## src/hw/tgsc_pkg.sv

```systemverilog
// Functional notes
// RL1: Start strobe sets run bit, timers 0-4
// RL2: Strobes written together start timers together
// RL3: Low start strobe sets low run in split
// RL4: Strobes self-clear; writing zero does nothing
// RL5: Reload outside split reloads both bytes
// RL6: Reload in split reloads high byte only
// RL7: Low reload strobe reloads low byte in split
// RL8: Forced reload ignored during duty capture
// RL9: Timer 0/1 reload strobe reloads both bytes
// RL10: Stop strobe clears run bit, timers 0-4
// RL11: Low stop strobe clears low run in split
// RL12: Timers in bits 0-4, low halves 5-7
// RL13: Two-bit field routes timer 4 pins, reset 00
// RL14: Split mode makes two 8-bit halves
// RL15: Low run bit starts/stops low counter
// RL16: Software writes zero to pin-select bits 7,5,3
// RL17: Strobe registers always read as zero
package tgsc_pkg;
  localparam int unsigned N_TMR   = 5;
  localparam int unsigned N_SPLIT = 3;
  localparam int unsigned LOW_LSB = 5;
  // Register indices, byte address is four times the index
  localparam logic [7:0] IDX_STROBE = 8'h95;
  localparam logic [7:0] IDX_AUX    = 8'hA4;
  localparam logic [7:0] IDX_STATUS = 8'hFE;
  localparam logic [7:0] IDX_PAGE   = 8'hFF;
  // Page codes that pick the register behind a shared index
  localparam logic [3:0] PAGE_START  = 4'h1;
  localparam logic [3:0] PAGE_RELOAD = 4'h2;
  localparam logic [3:0] PAGE_STOP   = 4'h3;
  localparam logic [3:0] PAGE_AUX    = 4'hA;
  localparam logic [3:0] PAGE_RESET  = 4'h0;
  // Pin-select fields
  localparam logic [7:0] AUX_RESET  = 8'h00;
  localparam logic [7:0] AUX_WMASK  = 8'h57;
  localparam int unsigned T4_ROUTE_LSB = 0;
  localparam int unsigned T4_FAST_BIT  = 2;
  localparam int unsigned S2_ROUTE_BIT = 4;
  localparam int unsigned S3_ROUTE_BIT = 6;
  localparam logic [2:0] HSIZE_WORD = 3'h2;
  typedef enum logic [1:0] {BUS_IDLE, BUS_WRITE, BUS_READ_WAIT, BUS_READ_DONE} tgsc_bus_t;
endpackage

```

## src/hw/tgsc_reg_if.sv

```systemverilog
`timescale 1ns/100ps
// Decoded register access between bus front end and core
interface tgsc_reg_if;
  logic       wr_en;
  logic       rd_en;
  logic [7:0] idx;
  logic [7:0] wdata;
  logic [7:0] rdata;
  modport bus  (output wr_en, rd_en, idx, wdata, input rdata);
  modport core (input wr_en, rd_en, idx, wdata, output rdata);
endinterface

```

## src/hw/tgsc_ahb_slave.sv

```systemverilog
`timescale 1ns/100ps
module tgsc_ahb_slave import tgsc_pkg::*; #(
  parameter int unsigned HADDR_W = 32
) (
  input  wire logic               hclk,
  input  wire logic               hresetn,
  input  wire logic               ce,
  input  wire logic               hsel,
  input  wire logic [HADDR_W-1:0] haddr,
  input  wire logic [1:0]         htrans,
  input  wire logic               hwrite,
  input  wire logic [2:0]         hsize,
  input  wire logic               hready,
  input  wire logic [31:0]        hwdata,
  output logic                    hreadyout,
  output logic                    hresp,
  output logic [31:0]             hrdata,
  tgsc_reg_if.bus                 rif
);
  if (HADDR_W < 10) begin : g_chk
    $error("HADDR_W must be at least 10");
  end

  tgsc_bus_t   st;
  tgsc_bus_t   next_st;
  logic [7:0]  ph_idx;
  logic [7:0]  next_ph_idx;
  logic        ph_ok;
  logic        next_ph_ok;
  logic [31:0] next_hrdata;
  logic        accept;
  logic        mapped;

  // Address phase decode; odd sizes and misaligned words fall to unmapped
  always_comb begin
    accept = hsel && hready && htrans[1];
    mapped = (haddr[HADDR_W-1:10] == '0) && (haddr[1:0] == 2'h0) && (hsize == HSIZE_WORD);
    next_st = st;
    next_ph_idx = ph_idx;
    next_ph_ok = ph_ok;
    next_hrdata = hrdata;
    case (st)
      BUS_READ_WAIT: begin
        // One wait state so the read sees any write of the previous data phase
        next_st = BUS_READ_DONE;
        next_hrdata = ph_ok ? {24'h000000, rif.rdata} : 32'h00000000;
      end
      default: begin
        if (accept) begin
          next_st = hwrite ? BUS_WRITE : BUS_READ_WAIT;
          next_ph_idx = haddr[9:2];
          next_ph_ok = mapped;
        end else begin
          next_st = BUS_IDLE;
        end
      end
    endcase
  end

  // Bus phase registers
  always_ff @(posedge hclk or negedge hresetn) begin
    if (!hresetn) begin
      st <= BUS_IDLE;
      ph_idx <= 8'h00;
      ph_ok <= 1'b0;
      hrdata <= 32'h00000000;
    end else if (ce) begin
      st <= next_st;
      ph_idx <= next_ph_idx;
      ph_ok <= next_ph_ok;
      hrdata <= next_hrdata;
    end
  end

  // Strobes toward the core and bus answers
  assign rif.wr_en = (st == BUS_WRITE) && ph_ok;
  assign rif.rd_en = (st == BUS_READ_WAIT) && ph_ok;
  assign rif.idx   = ph_idx;
  assign rif.wdata = hwdata[7:0];
  assign hreadyout = (st != BUS_READ_WAIT);
  assign hresp     = 1'b0; // Always OKAY
endmodule

```

## src/hw/tgsc_timer_sync.sv

```systemverilog
// The AHB-Lite register port is this design's own decision.
`timescale 1ns/100ps
module tgsc_timer_sync import tgsc_pkg::*; #(
  parameter int unsigned HADDR_W = 32
) (
  input  wire logic               hclk,
  input  wire logic               hresetn,
  input  wire logic               ce,
  input  wire logic               hsel,
  input  wire logic [HADDR_W-1:0] haddr,
  input  wire logic [1:0]         htrans,
  input  wire logic               hwrite,
  input  wire logic [2:0]         hsize,
  input  wire logic               hready,
  input  wire logic [31:0]        hwdata,
  output logic                    hreadyout,
  output logic                    hresp,
  output logic [31:0]             hrdata,
  input  wire logic [2:0]         tmr_split_enable,
  input  wire logic [2:0]         tmr_duty_capture,
  output logic [4:0]              tmr_run,
  output logic [2:0]              tmr_low_run,
  output logic [4:0]              reload_high_pulse,
  output logic [4:0]              reload_low_pulse,
  output logic [1:0]              tmr4_pin_route,
  output logic                    tmr4_fast_clock_sel,
  output logic                    serial2_pin_route,
  output logic                    serial3_pin_route
);
  tgsc_reg_if rif ();

  // Bus front end
  tgsc_ahb_slave #(
    .HADDR_W (HADDR_W)
  ) u_bus (
    .hclk      (hclk),
    .hresetn   (hresetn),
    .ce        (ce),
    .hsel      (hsel),
    .haddr     (haddr),
    .htrans    (htrans),
    .hwrite    (hwrite),
    .hsize     (hsize),
    .hready    (hready),
    .hwdata    (hwdata),
    .hreadyout (hreadyout),
    .hresp     (hresp),
    .hrdata    (hrdata),
    .rif       (rif)
  );

  logic [3:0] page;
  logic [3:0] next_page;
  logic [7:0] aux;
  logic [7:0] next_aux;
  logic [7:0] start_q;
  logic [7:0] next_start;
  logic [7:0] stop_q;
  logic [7:0] next_stop;
  logic [4:0] next_rl_high;
  logic [4:0] next_rl_low;
  logic [4:0] next_run;
  logic [2:0] next_low_run;
  logic       wr_strobe;
  logic       wr_start;
  logic       wr_reload;
  logic       wr_stop;
  logic       wr_aux;

  // Decode of a write to the shared strobe index, picked by the page register
  function automatic logic page_hit(input logic en, input logic [7:0] idx,
                                    input logic [3:0] pg, input logic [3:0] want);
    page_hit = en && (idx == IDX_STROBE) && (pg == want);
  endfunction

  assign wr_strobe = ce && rif.wr_en;
  assign wr_start  = page_hit(wr_strobe, rif.idx, page, PAGE_START);
  assign wr_reload = page_hit(wr_strobe, rif.idx, page, PAGE_RELOAD);
  assign wr_stop   = page_hit(wr_strobe, rif.idx, page, PAGE_STOP);
  assign wr_aux    = wr_strobe && (rif.idx == IDX_AUX) && (page == PAGE_AUX);

  // Configuration registers: page and pin select
  always_comb begin
    next_page = page;
    next_aux = aux;
    if (wr_strobe && (rif.idx == IDX_PAGE)) begin
      next_page = rif.wdata[3:0];
    end
    if (wr_aux) begin
      // Bits 7, 5, 3 hold nothing; a stray one is dropped here
      next_aux = rif.wdata & AUX_WMASK; // RL13 RL16
    end
  end

  always_ff @(posedge hclk or negedge hresetn) begin
    if (!hresetn) begin
      page <= PAGE_RESET;
      aux <= AUX_RESET; // RL13
    end else if (ce) begin
      page <= next_page;
      aux <= next_aux;
    end
  end

  assign tmr4_pin_route      = aux[T4_ROUTE_LSB +: 2]; // RL13
  assign tmr4_fast_clock_sel = aux[T4_FAST_BIT];
  assign serial2_pin_route   = aux[S2_ROUTE_BIT];
  assign serial3_pin_route   = aux[S3_ROUTE_BIT];

  // Strobe pulses: each lives one enabled cycle, then clears itself
  always_comb begin
    next_start = wr_start ? rif.wdata : 8'h00; // RL4 RL12
    next_stop  = wr_stop ? rif.wdata : 8'h00; // RL4 RL12
    next_rl_high = 5'h00;
    next_rl_low  = 5'h00;
    if (wr_reload) begin
      // Timers 0 and 1 have no split mode: both bytes always
      next_rl_high[1:0] = rif.wdata[1:0]; // RL9
      next_rl_low[1:0]  = rif.wdata[1:0]; // RL9
      for (int j = 0; j < N_SPLIT; j++) begin
        if (!tmr_duty_capture[j]) begin // RL8
          next_rl_high[2+j] = rif.wdata[2+j]; // RL5 RL6
          // Split: low byte only from its own strobe; else it follows the main
          next_rl_low[2+j] = tmr_split_enable[j] ? rif.wdata[LOW_LSB+j]
                                                 : rif.wdata[2+j]; // RL5 RL7 RL14
        end
      end
    end
  end

  always_ff @(posedge hclk or negedge hresetn) begin
    if (!hresetn) begin
      start_q <= 8'h00;
      stop_q <= 8'h00;
      reload_high_pulse <= 5'h00;
      reload_low_pulse <= 5'h00;
    end else if (ce) begin
      start_q <= next_start;
      stop_q <= next_stop;
      reload_high_pulse <= next_rl_high;
      reload_low_pulse <= next_rl_low;
    end
  end

  // Run-control bits; every timer named in one write flips on the same edge
  always_comb begin
    next_run = (tmr_run | start_q[N_TMR-1:0]) & ~stop_q[N_TMR-1:0]; // RL1 RL2 RL10
    // Low halves only react while their timer is split
    next_low_run = (tmr_low_run | (start_q[7:LOW_LSB] & tmr_split_enable))
                   & ~(stop_q[7:LOW_LSB] & tmr_split_enable); // RL3 RL11 RL15
  end

  always_ff @(posedge hclk or negedge hresetn) begin
    if (!hresetn) begin
      tmr_run <= 5'h00;
      tmr_low_run <= 3'h0;
    end else if (ce) begin
      tmr_run <= next_run;
      tmr_low_run <= next_low_run;
    end
  end

  // Read mux; strobes never show their pulse to software
  always_comb begin
    rif.rdata = 8'h00; // RL17
    if (rif.idx == IDX_PAGE) begin
      rif.rdata = {4'h0, page};
    end else if (rif.idx == IDX_STATUS) begin
      rif.rdata = {tmr_low_run, tmr_run};
    end else if ((rif.idx == IDX_AUX) && (page == PAGE_AUX)) begin
      rif.rdata = aux & AUX_WMASK;
    end
  end
endmodule
```

## config.mk

```make
export PLATFORM = sky130hd
export DESIGN_NAME = tgsc_timer_sync
export DESIGN_NICKNAME = d
export VERILOG_FILES = /design/src/hw/tgsc_pkg.sv /design/src/hw/tgsc_reg_if.sv /design/src/hw/tgsc_ahb_slave.sv /design/src/hw/tgsc_timer_sync.sv
export SDC_FILE = /design/constraint.sdc
export NUM_CORES = 1
export LEC_CHECK = 0
export BUFFER_PORTS_ARGS = -buffer_cell sky130_fd_sc_hd__buf_2
export CORE_MARGIN = 5
export CORE_UTILIZATION = 25
export DETAILED_ROUTE_END_ITERATION = 6
export GPL_TIMING_DRIVEN = 0
export MAX_ROUTING_LAYER = met4
export PLACE_DENSITY = 0.52
export SLEW_MARGIN = 0
export SYNTH_ARGS = -nofsm -noshare
export SYNTH_HDL_FRONTEND = slang
export SYNTH_SLANG_ARGS = --single-unit
```

## constraint.sdc

```tcl
create_clock -name hclk -period 2.1 [get_ports hclk]
set_clock_uncertainty 0.2 [all_clocks]
set_input_delay 0.21 -clock hclk [delete_from_list [all_inputs] [get_ports hclk]]
set_output_delay 0.21 -clock hclk [all_outputs]
set_load 0.005 [all_outputs]
```

==> results_dict.tcl, run 1 <==
set metrics [dict create \
    outcome "complete, but fails checks" \
    violations "negative setup slack" \
    drive_gt1_frac 0.4123 \
    grt_pass1_wl_um 13060 \
    syn_area_per_cell_sq_um 11.74 \
    grt_usage 0.1308 \
    clock_latency_ns 0.33 \
    syn_to_final_growth_pct 51.38 \
    dpl.cell_count 487 \
    drv_cap 0 \
    power_density_nw_per_um2 613.4 \
    wl_per_cell_um 15.14 \
    fin_nets 481 \
    avgViaCountPerCell 4.406 \
    hold_path_class "input port to flip-flop" \
    synth_edf_count 0 \
    worstMarginPinSlew_ns 0.7730 \
    rsz0062_at_grt "yes" \
    crit_type "flip-flop to flip-flop" \
    syn_inst 236 \
    antenna_cells 0 \
    clkTransAtPathRegs_ns 0.07 \
    synthesis.area_sq_um 2771 \
    drt-initial-drc-count 105 \
    synth_warnings 0 \
    yosysTopAreaCell "dfrtp_1" \
    final_common_cell "buf_2" \
    grt_pass1_vias 2490 \
    hpwlAfterDp_um 5832 \
    ys_ff_latch 60 \
    start_util 0.2557 \
    synthTopCellsByArea "dfrtp_1 54%, buf_4 7.3%, mux2_2 6.5%, a22o_1 5.7%, inv_1 1.9%" \
    reg2reg_depth 4 \
    arrival_ns 2.19 \
    final.setup.tns_ns -0.3960 \
    period_needed_ns 2.163 \
    gr-total-overflow 0 \
    die_h_um 115.3 \
    cts_max_path_buffers 2 \
    ant_nets 0 \
    path_max_fanout 8 \
    ys_types 41 \
    finalHoldViolCount 0 \
    ys_seq_area_frac 0.5418 \
    first_pass_iters 6 \
    cts_num_sinks 60 \
    async_flop_share 1.000 \
    vias 2401 \
    io_buffers 87 \
    gp_congestion 0.7686 \
    slew_violations 0 \
    rows 38 \
    cts-root-buf "clkbuf_8" \
    ir_worst_vdd_mv 0.3370 \
    synth_top_cell_area_share 0.5418 \
    period_share 1.030 \
    die-width_um 115.3 \
    finalSetupViolations 10 \
    final.setup.worst_slack_ns -0.06340 \
    most-common-layout-cells "86 x buf_2, 60 x dfrtp_1, 39 x dlygate4sd3_1" \
    routed_wl_um 8251 \
    hold_depth 2 \
    leakagePower_nw 2.121 \
    cts_inserted_buffers 9 \
    final.fill_count 1105 \
    slew_headroom 0.4847 \
    antenna_found_initial 0 \
    die_area_sq_um 13290 \
    drc 0 \
    end_kind "flip-flop" \
    io_pins 138 \
    holdWs_ns 0.02724 \
    startpoint_type "flip-flop" \
    cts.htree.levels 3 \
    core_sq_um 10840 \
    crit_required_ns 2.13 \
    cts_tree "built" \
    grt_max_degree 61 \
    finalNonFillerCells 545 \
    max_clock_freq_mhz 462.2 \
    ys.flop_type "dfrtp_1" \
]
layer usage:
metal,global-route usage,part of all wire
met4,0.03678,0.012
met1,0.1643,0.44
met3,0.04158,0.052
met2,0.2033,0.50
met5,-,0
layout make-up:
cell class | instances | area, sq um | area share
flip-flops and latches | 60 | 1501 | 0.3579
multi-input cells | 150 | 1170 | 0.2789
repair buffers | 130 | 870.8 | 0.2076
plain buffers | 34 | 236.5 | 0.05637
well taps | 140 | 175.2 | 0.04175
clock buffers | 12 | 135.1 | 0.03221
inverters | 15 | 56.30 | 0.01342
clock inverters | 4 | 50.05 | 0.01193
cell usage after synthesis (3+ instances only):
master	number
a31oi_1	7
nand3_1	4
o31ai_1	4
mux2i_1	5
clkbuf_1	6
a22o_1	18
nor3_1	3
o32ai_1	6
buf_4	27
nand4_1	3
nor3b_1	3
a21oi_1	10
dfrtp_1	60
nor2_1	5
a2bb2oi_1	3
nand2_1	9
inv_1	14
nor4_1	5
mux2_2	16
sequential cells by signal, summed over array words and instances, names as in the netlist:
name / cells
u_bus.rif.idx: 8
aux: 5
start_q: 8
u_bus.ph_ok: 1
reload_low_pulse: 3
reload_high_pulse: 5
tmr_run: 5
u_bus.hrdata: 8
tmr_low_run: 3
u_bus.st: 2
page: 4
stop_q: 8
timing repair:
item | 4_1_cts | 5_1_grt
cloned | 0 | 0
hold buffers | 38 | 1
pin swaps | 4 | 6
resized for setup | 7 | 10
buffers inserted | 3 | 1
setup endpoints to repair | 25 | 38
endpoints found under the hold margin | 39 | 60
path summary, 6_finish.rpt:
kind | from | to | slack [ns]
worst max-delay path | u_bus.rif.idx[3] | reload_low_pulse[2] | -0.06
worst min-delay path | hwdata[3] | start_q[3] | 0.03
max in group asynchronous | hresetn | u_bus.hrdata[6] | 0.88
min in group asynchronous | hresetn | u_bus.rif.idx[2] | 0.30
worst max register to register | u_bus.rif.idx[3] | reload_low_pulse[2] | -0.06
worst min register to register | stop_q[1] | tmr_run[1] | 0.24
cell families after synthesis:
kind of cell / synth area share
AO/OA/AOI/OAI: 0.1558
flip-flops: 0.5418
multiplexers: 0.08307
other: 0.001353
buffers and inverters: 0.1047
AND/OR/NAND/NOR: 0.1133
power breakdown:
part | total (W) | internal (W) | leakage [nW] | switching (W)
clock network | 0.000984 | 0.000547 | 0.0866 | 0.000436
logic | 0.000365 | 0.000196 | 1.22 | 0.000169
registers | 0.00122 | 0.00120 | 0.815 | 0.0000284
stage by stage:
step	util	power (W)	cell area (sq um)	setup WS [ns]
4_1_cts	0.3796	0.002592	4115	-0.04616
3_5_place_dp	0.3203	0.001534	3472	-0.1450
6_report	0.3870	0.002573	4195	-0.06340
3_3_place_gp	0.3203	0.001528	3472	-0.1330
5_1_grt	0.3870	0.002714	4195	-0.1580
2_1_floorplan	-	0.001407	2861	0.1612
critical path, stage by stage, from the launching register on:
cell     delay (ns)
dfrtp_1        0.39
or4_4          0.57
nor4_4         0.36
nand3_4        0.21
o32ai_2        0.33
No activity file was read; power rests on OpenSTA's default activity.
==> inputs of run 2 (changes only) <==
==> constraint.sdc (replaced) <==
create_clock -name hclk -period 2.1 [get_ports hclk]
set_clock_uncertainty 0.2 [all_clocks]
set_input_delay 0.105 -clock hclk [delete_from_list [all_inputs] [get_ports hclk]]
set_output_delay 0.105 -clock hclk [all_outputs]
set_load 0.005 [all_outputs]
==> run 2 against run 1 <==
Clock power up 0.8%. Sequential share of layout area fell by 0.55 points. The run still ends with negative setup slack left. First-iteration DRC count grew 12%. Largest power group unchanged. Setup slack better by 0.023 ns. Critical endpoint is now start_q[1]. Combinational power up 1%. Sequential cell count unchanged. Clock-buffer cell count stayed put. Register-to-register slack gained 0.02 ns.
==> results_dict.tcl, run 2 (synthesis results as in run 1) <==
set metrics [dict create \
    outcome "complete, but fails checks" \
    violations "negative setup slack" \
    clock_latency_ns 0.34 \
    cts_tree "built" \
    place_ws_ns -0.1450 \
    gr-total-overflow 0 \
    drc 0 \
    first_pass_iters 5 \
    cts_max_path_buffers 2 \
    worstPathCellList "or4bb_1 -> nor4_4 -> nor3b_4 -> buf_12 -> a22o_1" \
    drv_cap 0 \
    finalHoldViolCount 0 \
    seq_area_sq_um 1501 \
    crit_type "flip-flop to flip-flop" \
    core_sq_um 10840 \
    period_needed_ns 2.140 \
    ir_worst_vdd_mv 0.3403 \
    die_area_sq_um 13290 \
    most-common-layout-cells "86 x buf_2, 60 x dfrtp_1, 47 x dlygate4sd3_1" \
    drt-initial-drc-count 118 \
    routed_wl_um 8388 \
    avgViaCountPerCell 4.352 \
    hpwlAfterDp_um 5832 \
    io_buffers 87 \
    start_util 0.2557 \
    cts_num_sinks 60 \
    critPathSlowestCell "or4bb_1" \
    antenna_cells 0 \
    clkTransAtPathRegs_ns 0.07 \
    rsz0062_at_grt "yes" \
    die_h_um 115.3 \
    grt_pass1_vias 2492 \
    startpoint_type "flip-flop" \
    end_kind "flip-flop" \
    syn_to_final_growth_pct 53.72 \
    finalSetupViolations 9 \
    slew_violations 0 \
    fin_nets 490 \
    max_clock_freq_mhz 467.3 \
    final.setup.worst_slack_ns -0.03993 \
    rows 38 \
    power_density_nw_per_um2 607.2 \
    final_core_util 0.3930 \
    antenna_found_initial 0 \
    cts.htree.levels 3 \
    grt_pass1_wl_um 13210 \
    slew_headroom 0.4847 \
    path_max_fanout 8 \
    multi_input_comb_area_sq_um 1151 \
    ant_nets 0 \
    worstMarginPinSlew_ns 0.7729 \
    critPathMaxStageDelay_ns 0.54 \
    die-width_um 115.3 \
    cts-root-buf "clkbuf_8" \
    gp_congestion 0.7686 \
    period_share 1.019 \
    drive_gt1_frac 0.3986 \
    io_pins 138 \
    crit_required_ns 2.17 \
    grt_usage 0.1322 \
    leakagePower_nw 2.158 \
    cts_inserted_buffers 9 \
    wl_per_cell_um 15.14 \
    hold_path_class "input port to flip-flop" \
    arrival_ns 2.21 \
    final_common_cell "buf_2" \
    vias 2411 \
    grt_max_degree 61 \
    final.fill_count 1094 \
]
run 2: changes by cell type in the layout (fill, tap and decap cells not counted):
cell,change
buf_6,-1
dlygate4sd3_1,+8
buf_4,+2
nor4b_1,+1
nor4_1,+2
nor4_2,-2
nor4b_2,-1
run 2: area by class of cell:
class / instances / area share
flip-flops and latches: 60 / 0.3524
multi-input cells: 150 / 0.2702
repair buffers: 139 / 0.2250
plain buffers: 34 / 0.05463
well taps: 140 / 0.04112
clock buffers: 12 / 0.03172
inverters: 15 / 0.01322
clock inverters: 4 / 0.01175
run 2: worst paths after layout:
kind | depth (start not counted) | from | slack, ns | endpoint
max | 5 | page[3] | -0.04 | start_q[1]
min | 3 | ce | 0.11 | stop_q[4]
max reg2reg | 5 | page[3] | -0.04 | start_q[1]
min reg2reg | 1 | stop_q[1] | 0.24 | tmr_run[1]
max in group asynchronous | 2 | hresetn | 0.99 | u_bus.st[1]
min in group asynchronous | 2 | hresetn | 0.18 | u_bus.rif.idx[2]
run 2: stage by stage:
stage / area [sq um] / instances / TNS (ns) / hold slack, ns / total power [W]
2_1_floorplan: 2861 / 260 / 0 / -0.3906 / 0.001407
3_3_place_gp: 3472 / 487 / -1.556 / 0.1223 / 0.001528
3_5_place_dp: 3472 / 487 / -1.690 / 0.1269 / 0.001534
4_1_cts: 4205 / 552 / -0.3789 / 0.1066 / 0.002608
5_1_grt: 4260 / 554 / -2.379 / 0.1210 / 0.002719
6_report: 4260 / 554 / -0.2396 / 0.1148 / 0.002587
run 2: layer usage:
metal,vias up,track usage,share of wire
li1,1168,-,-
met1,1172,0.1688,0.45
met2,65,0.2064,0.49
met3,6,0.04105,0.052
met4,0,0.02973,0.0093
met5,-,-,0
run 2: critical path, delay by kind of cell (launching register included):
family / cells / cell delay, ns
DFF: 1 / 0.41
buffers and inverters: 1 / 0.15
and+or+nand+nor: 3 / 1.19
AOI/OAI and AO/OA: 1 / 0.12
run 2: timing repair:
item                                   CTS  global route
setup endpoints to repair               25            38
hold buffers                            47             0
resized for setup                        7             6
endpoints found under the hold margin  107             0
pin swaps                                4             2
buffers inserted                         3             2
run 2: power breakdown:
part	internal (W)	total (W)	switching, W
Sequential	0.00120	0.00122	0.0000283
Clock	0.000547	0.000992	0.000445
Combinational	0.000202	0.000370	0.000169
Total	0.00195	0.00259	0.000642
